<file path="src/pss_defines.svh">
// Offsets, field positions, reset values and timing figures of the sequencer
`ifndef PSS_DEFINES_SVH
`define PSS_DEFINES_SVH

// Clock rate in MHz (period 4 ns)
`define PSS_CLK_MHZ 250

// Register port
`define PSS_ADDR_W 8
`define PSS_MODEM_ADDR 8'h29
`define PSS_MODEM_LAUNCH_BIT 1
`define PSS_MODEM_OFF_BIT 0
`define PSS_MODEM_OFF_RST 1'b1

// Synchronised input positions
`define PSS_NIN 10
`define PSS_IN_SLP0 0
`define PSS_IN_SLP3 1
`define PSS_IN_SLP4 2
`define PSS_IN_ACK 3
`define PSS_IN_RSM 4
`define PSS_IN_PLT 5
`define PSS_IN_BTN 6
`define PSS_IN_SUP 7
`define PSS_IN_OT 8
`define PSS_IN_TT 9

// Rail positions, in bring-up order
`define PSS_NRAIL 13
`define PSS_RAIL_FIRST 4'h0
`define PSS_SUS_LAST 4'h3
`define PSS_U_RAIL 4'h4
`define PSS_S_FIRST 4'h5
`define PSS_TERM_RAIL 4'hB
`define PSS_SX_RAIL 4'hC

// Timer width and times
`define PSS_TMR_W 24
`define PSS_RAMP_CYC 64
`define PSS_MDM_LEAD_US 400
`define PSS_MDM_OFF_US 14000
`define PSS_MDM_TAIL_US 5000
`define PSS_BTN_UNIT_US 1000

`endif

</file>
<file path="src/pss_pkg.sv">
// Types shared by the power state sequencer modules
`include "pss_defines.svh"

package pss_pkg;

  // Power sequencing states
  typedef enum logic [3:0] {
    ST_OFF, ST_UP, ST_DOWN, ST_WAIT_SLP, ST_PWROK,
    ST_S0, ST_S0IX, ST_S3, ST_S4
  } pss_state_t;

  // Modem reset sequence states
  typedef enum logic [1:0] {
    M_IDLE, M_LEAD, M_HOLD, M_TAIL
  } pss_mdm_t;

  // Timer count word
  typedef logic [`PSS_TMR_W-1:0] pss_cnt_t;

  // Timer state
  typedef struct packed {
    pss_cnt_t cnt;
    logic done;
  } pss_tmr_t;

  // Sequencer state
  typedef struct packed {
    logic [`PSS_NIN-1:0] sync1;
    logic [`PSS_NIN-1:0] sync2;
    pss_state_t state;
    pss_state_t ret;
    logic [3:0] idx;
    logic [3:0] last;
    logic busy;
    logic booting;
    logic [`PSS_NRAIL-1:0] rail_en;
    logic psave;
    logic pgood;
    logic rst_rel_n;
    logic port_rst;
    logic b_arm;
    logic btn_expired;
    logic ws;
    logic bs;
    logic bstop;
    pss_mdm_t mst;
    logic ms;
    pss_cnt_t ml;
    logic modem_off;
    logic sdwn_n;
    logic [7:0] rdata;
  } pss_main_t;

endpackage

</file>
<file path="src/pss_tmr_if.sv">
// Start, stop and expiry signals between the sequencer and a timer
`timescale 1ns/1ps

interface pss_tmr_if;
  logic start;
  pss_pkg::pss_cnt_t load;
  logic stop;
  logic done;
  logic busy;

  // Sequencer side
  modport ctl (output start, output load, output stop, input done,
    input busy);
  // Timer side
  modport tmr (input start, input load, input stop, output done,
    output busy);
endinterface

</file>
<file path="src/pss_timer.sv">
// Down-counting delay timer with a one-cycle expiry pulse
`timescale 1ns/1ps

module pss_timer (
  // Clock and reset
  input wire logic sys_clk,
  input wire logic rst_b,
  input wire logic clk_en,
  // Control
  pss_tmr_if.tmr t
);

  pss_pkg::pss_tmr_t r_reg;
  pss_pkg::pss_tmr_t r_next;

  // Stop wins over start, so a released button never counts on
  always_comb
  begin
    r_next = r_reg;
    r_next.done = 1'b0;
    if (t.stop)
    begin
      r_next.cnt = '0;
    end
    else if (t.start)
    begin
      r_next.cnt = t.load;
    end
    else if (r_reg.cnt != '0)
    begin
      r_next.cnt = r_reg.cnt - 1'b1;
      r_next.done = (r_reg.cnt == pss_pkg::pss_cnt_t'(1));
    end
  end

  // State register, frozen while the enable is low
  always_ff @(posedge sys_clk or negedge rst_b)
  begin
    if (!rst_b)
    begin
      r_reg <= '0;
    end
    else if (clk_en)
    begin
      r_reg <= r_next;
    end
  end

  assign t.done = r_reg.done;
  assign t.busy = (r_reg.cnt != '0);

endmodule

</file>
<file path="src/pss_sequencer.sv">
// Power state sequencer: boot, standby levels, cold off and modem reset
`timescale 1ns/1ps
`include "pss_defines.svh"

module pss_sequencer #(
  parameter int RAMP_CYC = `PSS_RAMP_CYC,
  parameter int MDM_LEAD_CYC = `PSS_MDM_LEAD_US * `PSS_CLK_MHZ,
  parameter int MDM_OFF_CYC = `PSS_MDM_OFF_US * `PSS_CLK_MHZ + 1,
  parameter int MDM_TAIL_CYC = `PSS_MDM_TAIL_US * `PSS_CLK_MHZ + 1,
  parameter int BTN_UNIT_CYC = `PSS_BTN_UNIT_US * `PSS_CLK_MHZ
) (
  // Clock, reset, enable
  input wire logic sys_clk,
  input wire logic rst_b,
  input wire logic clk_en,
  // Host handshake pins
  input wire logic shallow_sleep_n,
  input wire logic sleep_level3_n,
  input wire logic deep_sleep_n,
  input wire logic suspend_powerdown_ack,
  input wire logic resume_reset_n,
  input wire logic platform_reset_n,
  // Platform events
  input wire logic power_button_n,
  input wire logic supply_threshold,
  input wire logic device_overtemp,
  input wire logic host_thermal_trip,
  input wire logic [3:0] button_hold_time,
  // Register port
  input wire logic reg_sel,
  input wire logic reg_wr,
  input wire logic [`PSS_ADDR_W-1:0] reg_addr,
  input wire logic [7:0] reg_wdata,
  output logic [7:0] reg_rdata,
  // Rail control
  output logic [`PSS_NRAIL-1:0] rail_en,
  output logic rail_power_save,
  output logic core_power_good,
  output logic boot_reset_n,
  // Port resets and button report
  output logic serial_port_reset,
  output logic vid_port_reset,
  output logic btn_hold_expired,
  // Modem pins
  output logic modem_power_off_n,
  output logic shutdown_warning_n
);

  localparam int TW = `PSS_TMR_W;

  pss_pkg::pss_main_t r_reg;
  pss_pkg::pss_main_t r_next;

  // One timer paces rail ramps, one the modem, one the button hold
  pss_tmr_if walk_t ();
  pss_tmr_if mdm_t ();
  pss_tmr_if btn_t ();

  // Raw pin vector, in the order of the input positions
  logic [`PSS_NIN-1:0] in_raw;
  // Synchronised levels, all read from the second stage
  logic slp0_n, slp3_n, slp4_n, ack, rsm, plt_n, btn, sup, trip;
  logic wr_modem;

  assign in_raw = {host_thermal_trip, device_overtemp, supply_threshold,
    power_button_n, platform_reset_n, resume_reset_n,
    suspend_powerdown_ack, deep_sleep_n, sleep_level3_n, shallow_sleep_n};
  assign slp0_n = r_reg.sync2[`PSS_IN_SLP0];
  assign slp3_n = r_reg.sync2[`PSS_IN_SLP3];
  assign slp4_n = r_reg.sync2[`PSS_IN_SLP4];
  assign ack = r_reg.sync2[`PSS_IN_ACK];
  assign rsm = r_reg.sync2[`PSS_IN_RSM];
  assign plt_n = r_reg.sync2[`PSS_IN_PLT];
  assign btn = !r_reg.sync2[`PSS_IN_BTN];
  assign sup = r_reg.sync2[`PSS_IN_SUP];
  assign trip = r_reg.sync2[`PSS_IN_OT] | r_reg.sync2[`PSS_IN_TT];
  assign wr_modem = reg_sel && reg_wr && (reg_addr == `PSS_MODEM_ADDR);

  // Timer hookup; starts come from registered fields, and only the modem load is registered
  assign walk_t.start = r_reg.ws;
  assign walk_t.load = TW'(RAMP_CYC);
  assign walk_t.stop = 1'b0;
  assign mdm_t.start = r_reg.ms;
  assign mdm_t.load = r_reg.ml;
  assign mdm_t.stop = 1'b0;
  assign btn_t.start = r_reg.bs;
  assign btn_t.load = TW'((int'(button_hold_time) + 1) * BTN_UNIT_CYC);
  assign btn_t.stop = r_reg.bstop;

  pss_timer u_walk (
    .sys_clk(sys_clk),
    .rst_b(rst_b),
    .clk_en(clk_en),
    .t(walk_t.tmr)
  );

  pss_timer u_mdm (
    .sys_clk(sys_clk),
    .rst_b(rst_b),
    .clk_en(clk_en),
    .t(mdm_t.tmr)
  );

  pss_timer u_btn (
    .sys_clk(sys_clk),
    .rst_b(rst_b),
    .clk_en(clk_en),
    .t(btn_t.tmr)
  );

  // Next-state logic for the whole sequencer
  always_comb
  begin
    r_next = r_reg;
    // Two-stage synchroniser on every host and event pin except button_hold_time
    r_next.sync1 = in_raw;
    r_next.sync2 = r_reg.sync1;
    r_next.ws = 1'b0;
    r_next.ms = 1'b0;
    r_next.bs = 1'b0;
    r_next.bstop = 1'b0;
    r_next.port_rst = 1'b0;

    // Button hold timer: armed on press, dropped on release
    if (btn)
    begin
      if (!r_reg.b_arm)
      begin
        r_next.bs = 1'b1;
        r_next.b_arm = 1'b1;
      end
      if (btn_t.done)
      begin
        r_next.btn_expired = 1'b1;
      end
    end
    else
    begin
      r_next.b_arm = 1'b0;
      r_next.btn_expired = 1'b0;
      r_next.bstop = r_reg.b_arm;
    end

    case (r_reg.state)
      // Battery-backed off; left only by a press with good supply
      pss_pkg::ST_OFF:
      begin
        r_next.rail_en = '0;
        r_next.pgood = 1'b0;
        r_next.rst_rel_n = 1'b0;
        r_next.psave = 1'b0;
        if (btn && sup)
        begin
          r_next.state = pss_pkg::ST_UP;
          r_next.idx = `PSS_RAIL_FIRST;
          r_next.last = `PSS_SUS_LAST;
          r_next.ret = pss_pkg::ST_WAIT_SLP;
          r_next.booting = 1'b1;
        end
      end
      // Bring one rail up, then wait out its ramp
      pss_pkg::ST_UP:
      begin
        if (!r_reg.busy)
        begin
          r_next.rail_en[r_reg.idx] = 1'b1;
          r_next.ws = 1'b1;
          r_next.busy = 1'b1;
        end
        else if (walk_t.done)
        begin
          r_next.busy = 1'b0;
          if (r_reg.idx == r_reg.last)
            r_next.state = r_reg.ret;
          else
            r_next.idx = r_reg.idx + 4'h1;
        end
      end
      // Take one rail down, then wait before the next
      pss_pkg::ST_DOWN:
      begin
        if (!r_reg.busy)
        begin
          r_next.rail_en[r_reg.idx] = 1'b0;
          r_next.ws = 1'b1;
          r_next.busy = 1'b1;
        end
        else if (walk_t.done)
        begin
          r_next.busy = 1'b0;
          if (r_reg.idx == r_reg.last)
          begin
            r_next.state = r_reg.ret;
            r_next.psave = 1'b1;
          end
          else
            r_next.idx = r_reg.idx - 4'h1;
        end
      end
      // Standby rails up; the rest waits for the host
      pss_pkg::ST_WAIT_SLP:
      begin
        if (slp3_n && slp4_n)
        begin
          r_next.state = pss_pkg::ST_UP;
          r_next.idx = `PSS_U_RAIL;
          r_next.last = 4'(`PSS_NRAIL - 1);
          r_next.ret = pss_pkg::ST_PWROK;
        end
      end
      // Power good first, platform reset release one cycle later
      pss_pkg::ST_PWROK:
      begin
        if (!r_reg.pgood)
          r_next.pgood = 1'b1;
        else
        begin
          r_next.rst_rel_n = 1'b1;
          r_next.booting = 1'b0;
          r_next.state = pss_pkg::ST_S0;
        end
      end
      // Fully on; warm reset only touches the ports
      pss_pkg::ST_S0:
      begin
        r_next.port_rst = !plt_n;
        if (rsm && !slp3_n)
        begin
          r_next.state = pss_pkg::ST_DOWN;
          r_next.idx = 4'(`PSS_NRAIL - 1);
          r_next.last = `PSS_S_FIRST;
          r_next.ret = pss_pkg::ST_S3;
        end
        else if (rsm && slp3_n && slp4_n && !slp0_n)
        begin
          r_next.rail_en[`PSS_SX_RAIL] = 1'b0;
          r_next.rail_en[`PSS_TERM_RAIL] = 1'b0;
          r_next.psave = 1'b1;
          r_next.state = pss_pkg::ST_S0IX;
        end
      end
      // Shallow sleep; core rail is left to voltage-ID commands
      pss_pkg::ST_S0IX:
      begin
        r_next.port_rst = !plt_n;
        if (rsm && !slp3_n)
        begin
          r_next.state = pss_pkg::ST_DOWN;
          r_next.idx = 4'(`PSS_NRAIL - 1);
          r_next.last = `PSS_S_FIRST;
          r_next.ret = pss_pkg::ST_S3;
        end
        else if (rsm && slp3_n && slp4_n && slp0_n)
        begin
          r_next.rail_en[`PSS_SX_RAIL] = 1'b1;
          r_next.rail_en[`PSS_TERM_RAIL] = 1'b1;
          r_next.psave = 1'b0;
          r_next.state = pss_pkg::ST_S0;
        end
      end
      // Sleep: deep sleep entry or exit back up to fully on
      pss_pkg::ST_S3:
      begin
        if (rsm && !slp3_n && !slp4_n)
        begin
          r_next.state = pss_pkg::ST_DOWN;
          r_next.idx = `PSS_U_RAIL;
          r_next.last = `PSS_U_RAIL;
          r_next.ret = pss_pkg::ST_S4;
        end
        else if (slp3_n)
        begin
          r_next.psave = 1'b0;
          r_next.state = pss_pkg::ST_UP;
          r_next.idx = `PSS_S_FIRST;
          r_next.last = 4'(`PSS_NRAIL - 1);
          r_next.ret = pss_pkg::ST_S0;
        end
      end
      // Deep sleep: cold off only under the full handshake
      pss_pkg::ST_S4:
      begin
        if (ack && !slp4_n && rsm)
          r_next.state = pss_pkg::ST_OFF;
        else if (slp4_n)
        begin
          r_next.state = pss_pkg::ST_UP;
          r_next.idx = `PSS_U_RAIL;
          r_next.last = `PSS_U_RAIL;
          r_next.ret = pss_pkg::ST_S3;
        end
      end
      default:
        r_next.state = pss_pkg::ST_OFF;
    endcase

    // Thermal or supply loss beats any rail sequence, no task list
    if (trip || (!sup && r_reg.state != pss_pkg::ST_OFF))
    begin
      r_next.state = pss_pkg::ST_OFF;
      r_next.rail_en = '0;
      r_next.pgood = 1'b0;
      r_next.rst_rel_n = 1'b0;
      r_next.busy = 1'b0;
      r_next.booting = 1'b0;
      r_next.psave = 1'b0;
    end
    if (r_next.booting)
      r_next.psave = 1'b0;

    // Modem reset sequence; the off bit is the pin itself
    case (r_reg.mst)
      pss_pkg::M_IDLE:
      begin
        if (wr_modem && reg_wdata[`PSS_MODEM_LAUNCH_BIT])
        begin
          r_next.sdwn_n = 1'b0;
          r_next.ms = 1'b1;
          r_next.ml = TW'(MDM_LEAD_CYC);
          r_next.mst = pss_pkg::M_LEAD;
        end
        else if (wr_modem)
          r_next.modem_off = reg_wdata[`PSS_MODEM_OFF_BIT];
      end
      pss_pkg::M_LEAD:
      begin
        if (mdm_t.done)
        begin
          r_next.modem_off = 1'b0;
          r_next.ms = 1'b1;
          r_next.ml = TW'(MDM_OFF_CYC);
          r_next.mst = pss_pkg::M_HOLD;
        end
      end
      pss_pkg::M_HOLD:
      begin
        if (mdm_t.done)
        begin
          r_next.modem_off = 1'b1;
          r_next.ms = 1'b1;
          r_next.ml = TW'(MDM_TAIL_CYC);
          r_next.mst = pss_pkg::M_TAIL;
        end
      end
      pss_pkg::M_TAIL:
      begin
        if (mdm_t.done)
        begin
          r_next.sdwn_n = 1'b1;
          r_next.mst = pss_pkg::M_IDLE;
        end
      end
      default:
        r_next.mst = pss_pkg::M_IDLE;
    endcase

    // Read data; the launch bit always returns zero
    if (reg_sel && !reg_wr)
    begin
      if (reg_addr == `PSS_MODEM_ADDR)
        r_next.rdata = {7'h00, r_reg.modem_off};
      else
        r_next.rdata = 8'h00;
    end
  end

  // State register; modem off and warning pins idle high
  always_ff @(posedge sys_clk or negedge rst_b)
  begin
    if (!rst_b)
    begin
      r_reg <= '0;
      r_reg.modem_off <= `PSS_MODEM_OFF_RST;
      r_reg.sdwn_n <= 1'b1;
    end
    else if (clk_en)
    begin
      r_reg <= r_next;
    end
  end

  // Outputs, all straight from the state register
  assign reg_rdata = r_reg.rdata;
  assign rail_en = r_reg.rail_en;
  assign rail_power_save = r_reg.psave;
  assign core_power_good = r_reg.pgood;
  assign boot_reset_n = r_reg.rst_rel_n;
  assign serial_port_reset = r_reg.port_rst;
  assign vid_port_reset = r_reg.port_rst;
  assign btn_hold_expired = r_reg.btn_expired;
  assign modem_power_off_n = r_reg.modem_off;
  assign shutdown_warning_n = r_reg.sdwn_n;

  a_pgood_all_on: assert property (@(posedge sys_clk) disable iff (!rst_b)
    $rose(core_power_good) |-> (&rail_en) && !boot_reset_n)
    else $error("power good rose before all rails were on");
  a_reset_after_pg: assert property (@(posedge sys_clk) disable iff (!rst_b)
    $rose(boot_reset_n) |-> $past(core_power_good))
    else $error("reset released without power good");
  a_boot_no_psave: assert property (@(posedge sys_clk) disable iff (!rst_b)
    r_reg.booting |-> !rail_power_save)
    else $error("power save during cold boot");
  a_one_rail_step: assert property (@(posedge sys_clk) disable iff (!rst_b)
    !$past(trip) && $past(sup) && $past(r_reg.state) == pss_pkg::ST_UP
    |-> $countones(rail_en ^ $past(rail_en)) <= 1)
    else $error("more than one rail changed in a step");
  a_boot_waits: assert property (@(posedge sys_clk) disable iff (!rst_b)
    (r_reg.state == pss_pkg::ST_WAIT_SLP && !(slp3_n && slp4_n) && clk_en
    && !trip && sup) |=> r_reg.state == pss_pkg::ST_WAIT_SLP && !rail_en[4])
    else $error("boot went on under deep sleep");
  a_warm_keeps: assert property (@(posedge sys_clk) disable iff (!rst_b)
    (r_reg.state == pss_pkg::ST_S0 && !plt_n && slp3_n && slp0_n
    && clk_en && !trip && sup) |=> serial_port_reset && $stable(rail_en))
    else $error("warm reset disturbed rails or missed ports");
  a_thermal_off: assert property (@(posedge sys_clk) disable iff (!rst_b)
    (clk_en && trip) |=> rail_en == '0 && !core_power_good)
    else $error("rails survived a thermal event");
  a_cold_off_gate: assert property (@(posedge sys_clk) disable iff (!rst_b)
    (r_reg.state == pss_pkg::ST_S4 && clk_en && ack && rsm && !slp4_n)
    |=> r_reg.state == pss_pkg::ST_OFF)
    else $error("cold off handshake not honoured");
  a_launch_warn: assert property (@(posedge sys_clk) disable iff (!rst_b)
    (clk_en && wr_modem && reg_wdata[1] && r_reg.mst == pss_pkg::M_IDLE)
    |=> !shutdown_warning_n && modem_power_off_n)
    else $error("modem launch did not start the sequence");
  a_modem_lead: assert property (@(posedge sys_clk) disable iff (!rst_b)
    $fell(shutdown_warning_n) |-> modem_power_off_n [*8])
    else $error("modem off fell too soon after warning");
  a_off_bit_pin: assert property (@(posedge sys_clk) disable iff (!rst_b)
    (clk_en && wr_modem && !reg_wdata[1] && r_reg.mst == pss_pkg::M_IDLE)
    |=> modem_power_off_n == $past(reg_wdata[0]))
    else $error("modem off bit did not reach the pin");

endmodule

</file>
<file path="config.mk">
export PLATFORM = sky130hd
export DESIGN_NAME = pss_sequencer
export DESIGN_NICKNAME = d
export VERILOG_FILES = /design/src/pss_pkg.sv /design/src/pss_tmr_if.sv /design/src/pss_timer.sv /design/src/pss_sequencer.sv
export VERILOG_INCLUDE_DIRS = /design/src /design/src/src
export SDC_FILE = /design/constraint.sdc
export NUM_CORES = 1
export LEC_CHECK = 0
export ABC_AREA = 0
export BUFFER_PORTS_ARGS = -buffer_cell sky130_fd_sc_hd__buf_2
export CORE_UTILIZATION = 55
export DETAILED_ROUTE_END_ITERATION = 12
export GPL_TIMING_DRIVEN = 0
export PLACE_DENSITY_LB_ADDON = 0.15
export SLEW_MARGIN = 30
export SYNTH_ARGS = -nofsm -noshare
export SYNTH_HDL_FRONTEND = slang
export SYNTH_HIERARCHICAL = 1
export SYNTH_SLANG_ARGS = --single-unit
</file>
<file path="constraint.sdc">
create_clock -name sys_clk -period 2.4 [get_ports sys_clk]
set_clock_uncertainty 0.05 [all_clocks]
set_input_delay 0.48 -clock sys_clk [delete_from_list [all_inputs] [get_ports sys_clk]]
set_output_delay 0.48 -clock sys_clk [all_outputs]
set_load 0.03 [all_outputs]
</file>
==> results of run 1 <==
-- area by class of cell --
class                      instances  share of cell area (%)
inverter                          50                    1.60
sequential                       147                    29.0
buffer                            72                    3.62
clock buffer                      19                    3.57
tap                              229                    2.26
timing repair buffer             110                    6.21
multi-input combinational        916                    52.6
clock inverter                    13                    1.16
-- how the worst min path moves through the flow --
| stage | cells past startpoint | start | endpoint | slack, ns |
|---|---|---|---|---|
| after floorplan | 0 | rst_b | ack | 0.13 |
| after global placement | 1 | r_reg[41] | btn_t.start | 0.38 |
| after detailed placement | 1 | r_reg[41] | btn_t.start | 0.39 |
| after CTS | 2 | suspend_powerdown_ack | r_next[80] | 0.22 |
| after global routing | 2 | sleep_level3_n | r_next[78] | 0.22 |
| final | 2 | suspend_powerdown_ack | r_next[80] | 0.23 |
-- worst max-delay path, stage by stage --
cell      delay [ns]
buf_12          0.11
ha_4            0.17
xor2_4          0.19
inv_2           0.07
buf_4           0.16
xnor2_2         0.22
fa_1            0.48
fa_1            0.54
inv_2           0.05
ha_4            0.26
a21oi_2         0.14
a21oi_2         0.07
a221oi_2        0.28
xnor2_1         0.13
and3_1          0.16
a211o_1         0.22
-- metal layers --
layer / routed length (um) / track usage [%] / part of all wire [%] / vias up
met5: 0 / 0 / 0 / -
met4: 933 / 12.6 / 3.1 / 0
met3: 2140 / 5.23 / 7.2 / 99
li1: - / - / - / 4518
met1: 12600 / 42.0 / 42 / 4701
met2: 14200 / 48.8 / 48 / 481
-- placed cells by master (no fill, tap or decap), drive strengths merged, types with 9 or more instances in the layout --
| master | count |
|---|---|
| nand3 | 26 |
| nor4 | 32 |
| conb | 50 |
| o21ai | 114 |
| a22oi | 24 |
| a21o | 16 |
| o22ai | 10 |
| inv | 51 |
| nand2b | 17 |
| nand2 | 108 |
| xor2 | 11 |
| clkbuf | 49 |
| nor2 | 84 |
| nor3 | 35 |
| or4 | 12 |
| a21oi | 48 |
| o31ai | 19 |
| a211o | 14 |
| and2 | 15 |
| dfrtp | 145 |
| nand4 | 12 |
| a31oi | 11 |
| ha | 32 |
| buf | 151 |
| a221o | 11 |
| o211ai | 9 |
| nor2b | 18 |
| xnor2 | 23 |
| mux2 | 23 |
| or3 | 11 |
-- power groups by stage --
stage	clock [mW]	sequential, mW	combinational (mW)
finish	2.71	4.05	7.18
global route	2.86	4.14	7.76
CTS	2.75	3.98	6.43
detailed placement	0	3.99	6.06
global placement	0	3.97	5.94
floorplan	0	3.80	4.76
-- what timing repair did --
item                                    CTS  global route
hold endpoints to repair                 63             0
hold buffers                              1             0
pin swaps                                30            25
endpoints found under the setup margin   54            83
gates resized for setup                  61            53
setup buffers                            31            27
==> flow_summary.yaml, run 1 <==
power_and_ir_drop:
  p_switching_mw: 6.23
  ir_drop_mv: 0.654
  power.internal_mw: 7.71
  pwr-share-seq_pct: 29.0
  netSwitchingFraction_pct: 44.7
  p_total_mw: 13.9
  power_density_nw_per_um2: 1100
  pwr-share-clk_pct: 19.4
  combPwrFrac_pct: 51.5
  p_leak_nw: 5.60
timing:
  relSlewSlack_pct: 49.7
  setup-tns-final_ns: -6.08
  hold_viol_final: 0
  fmax_mhz: 289
  slew_viol_final: 0
  timing.hold.ws_ns: 0.231
  rsz0062_at_grt: "true"
  worstMarginPinSlew_ns: 0.751
  period_share_pct: 144
  fin_crit_ns: 3.47
  setup_viol: 11
  setup_slack_ns: -1.07
worst_setup_path:
  worst_setup_path_end_kind: "register"
  crit_fanout: 4
  cp.required_ns: 2.66
  worst_r2r_path_depth: 7
  cp.arrival_ns: 3.73
  crit_path_start: "button_hold_time[0]"
  crit_path_end: "u_btn/r_reg[23]"
  critPathLaunchType: "primary input"
  rrSetupSlack_ns: -0.01
  timing_worst_setup_path_type: "in2reg"
  regToRegEndpoint: "u_walk/r_reg[15]"
  r2r-start: "u_walk/r_reg[12]"
run_status:
  status: "finished with violations"
  violations: "design-rule violations, negative setup slack"
layout:
  fill_cells: 1378
  fin_nets: 1388
  largest_reg_flops: 29
  drive_above_1_share_pct: 25.8
  finalNonFillerCells: 1556
  seqCellArea_um2: 3680
  final_util_pct: 70.2
  antennaDiodeCount: 0
  multi_input_area_um2: 6680
  area_growth_pct: 24.0
  final_area_um2: 12700
route:
  drc: 6
  wl_per_cell_um: 19.2
  drt-total-wl_mm: 29.8
  drt_pass1_iterations: 10
  route.antenna.remaining_nets: 0
  drt_iter0_drc: 930
  viasPerCell: 6.30
  via_count: 9799
clock_network:
  clkLatencyLatePin_ns: 0.43
  cts_buffer_depth: 2
  cts_made_buffers: 17
  cts.clk_slew.worst_paths_ns: 0.06
  clock_sinks: 147
  cts_tree: "built"
  cts_root_buf: "clkbuf_16"
  htree_num_levels: 4
die:
  dieWidth_um: 138
  ios: 64
  initial_core_util_pct: 56.6
  fp.dieH_um: 138
  core_area_um2: 18100
  dieArea_um2: 19200
  rows: 49
global_route:
  grt_max_degree: 84
  grt_pass1_wl_mm: 47.5
  grt_antenna_before_repair: 0
  grt_overflow: 0
  grt_pass1_vias: 9368
  track_usage_pct: 30.8
placed_design:
  place_inst: 1465
  io_buffers: 50
  dp_hpwl_mm: 19.7
  dp_slack_ns: -1.79
  place_area_um2: 11200
  routabilityCongestion: 0.942
yosys:
  syn_inst: 1137
  synth.avg_cell_area_um2: 9.00
  yosysWarnings: 6
  netlist_area_um2: 10200
min_path:
  min_path_type: "in2reg"
flow_run:
  maxCapViolCount: 0
Power figures use the tool's default switching activity.
==> inputs of run 2 (changes only) <==
Settings changed: CORE_UTILIZATION 55 to 57, CTS_CLUSTER_SIZE set to 12.
==> run 2 against run 1 <==
The flow finishes with violations (negative hold slack, negative setup slack). Maximum frequency is 1.0% higher. Sequential cell count stayed put. Power is 2.2% lower. Sequential power hardly changed. Core utilization is 1.5 points higher. Sequential share of layout area is 0.50 points higher. Combinational power is 4.0% lower. Via count is 1.8% lower. Setup slack better by 0.034 ns. Critical endpoint unchanged.
==> flow_summary.yaml, run 2 (same netlist as run 1, synthesis figures left out) <==
global_route:
  track_usage_pct: 31.1
  grt_antenna_before_repair: 0
  grt_pass1_vias: 8909
  grt_pass1_wl_mm: 45.0
  grt_overflow: 0
  grt_max_degree: 84
clock_network:
  clock_sinks: 147
  cts_made_buffers: 17
  cts.clk_slew.worst_paths_ns: 0.07
  htree_num_levels: 4
  cts_buffer_depth: 2
  cts_tree: "built"
  clkLatencyLatePin_ns: 0.42
  cts_root_buf: "clkbuf_16"
  cts_hold_buffers: 0
die:
  fp.dieH_um: 136
  initial_core_util_pct: 58.8
  rows: 48
  dieArea_um2: 18500
  ios: 64
  core_area_um2: 17400
  dieWidth_um: 136
power_and_ir_drop:
  p_leak_nw: 5.50
  p_total_mw: 13.6
  power_density_nw_per_um2: 1090
  ir_drop_mv: 0.722
layout:
  largest_reg_flops: 29
  antennaDiodeCount: 0
  drive_above_1_share_pct: 24.1
  final_cell_mix: "dfrtp_1 (144), nand2_1 (103), o21ai_0 (97)"
  final_util_pct: 71.7
  final_area_um2: 12500
  layout_commonest_cell: "dfrtp_1"
  fin_nets: 1371
  area_growth_pct: 22.0
route:
  viasPerCell: 6.27
  via_count: 9620
  drt_pass1_iterations: 5
  route.antenna.remaining_nets: 0
  dr_wl_met3_mm: 2.07
  wl_per_cell_um: 18.6
  met2_length_mm: 13.2
  drt_iter0_drc: 1090
  drt-total-wl_mm: 28.6
  drc: 0
  wl_met1_mm: 12.5
  topRoutingLayerUsed: "met4"
run_status:
  status: "finished with violations"
  violations: "negative hold slack, negative setup slack"
placed_design:
  place_area_um2: 11200
  routabilityCongestion: 0.978
  io_buffers: 50
  dp_hpwl_mm: 19.2
flow_run:
  maxCapViolCount: 0
timing:
  setup_slack_ns: -1.03
  slew_viol_final: 0
  rsz0062_at_grt: "true"
  setup_viol: 11
  fmax_mhz: 291
  setup-tns-final_ns: -5.93
  timing.hold.ws_ns: -0.0127
  period_share_pct: 143
  relSlewSlack_pct: 42.4
  worstMarginPinSlew_ns: 0.856
  fin_crit_ns: 3.43
  hold_viol_final: 5
worst_setup_path:
  worst_setup_path_end_kind: "register"
  cp.required_ns: 2.65
  timing_worst_setup_path_type: "in2reg"
  critPathLaunchType: "primary input"
  crit_fanout: 4
  cp.arrival_ns: 3.68
  worst_r2r_path_depth: 7
min_path:
  min_path_type: "in2async"
run 2: path summary, 6_finish.rpt:
check | startpoint | end | slack (ns)
setup / recovery | button_hold_time[0] | u_btn/r_reg[23] | -1.03
hold / removal | rst_b | u_btn/r_reg[11] | -0.01
setup reg to reg | u_walk/r_reg[12] | u_walk/r_reg[18] | 0.04
hold reg to reg | r_reg[41] | btn_t.start | 0.39
max in group asynchronous | rst_b | u_walk/r_reg[9] | 1.57
min in group sys_clk | sleep_level3_n | r_next[78] | 0.24
run 2: layer usage:
| layer | GRT usage, % | up-vias |
|---|---|---|
| met4 | 12.4 | 0 |
| met2 | 48.3 | 440 |
| li1 | - | 4481 |
| met3 | 6.56 | 75 |
| met5 | 0 | - |
| met1 | 42.2 | 4624 |
run 2: report_power, final:
group,switching [mW],internal (mW)
registers,0.910,3.13
clock network,1.13,1.57
logic,4.05,2.84
run 2: cell type report:
class | instances | area, um^2
sequential | 147 | 3680
fill | 1305 | 4930
timing repair buffer | 93 | 674
clock inverter | 13 | 151
clock buffer | 18 | 439
inverter | 50 | 196
multi-input combinational | 916 | 6610
buffer | 72 | 457
tap | 225 | 282
run 2: what timing repair did:
action | CTS | global route
resized for setup | 48 | 55
buffers inserted | 26 | 17
pin swaps | 35 | 11
endpoints found under the setup margin | 47 | 72
run 2: critical path, stage by stage:
cell,delay [ns]
buf_12,0.11
ha_4,0.17
xor2_4,0.15
buf_4,0.14
buf_6,0.12
ha_4,0.24
ha_4,0.26
inv_2,0.03
fa_1,0.48
inv_2,0.05
ha_4,0.22
or2_4,0.24
a21oi_2,0.14
a21oi_2,0.07
a221oi_2,0.24
xnor2_1,0.14
and3_1,0.16
a211o_1,0.23
run 2: through the flow:
stage                     cells  worst slack [ns]
after floorplan            1185             -1.16
after global placement     1460             -1.77
after detailed placement   1461             -1.85
after CTS                  1518            -0.987
after global routing       1534             -1.12
final                      1534             -1.03
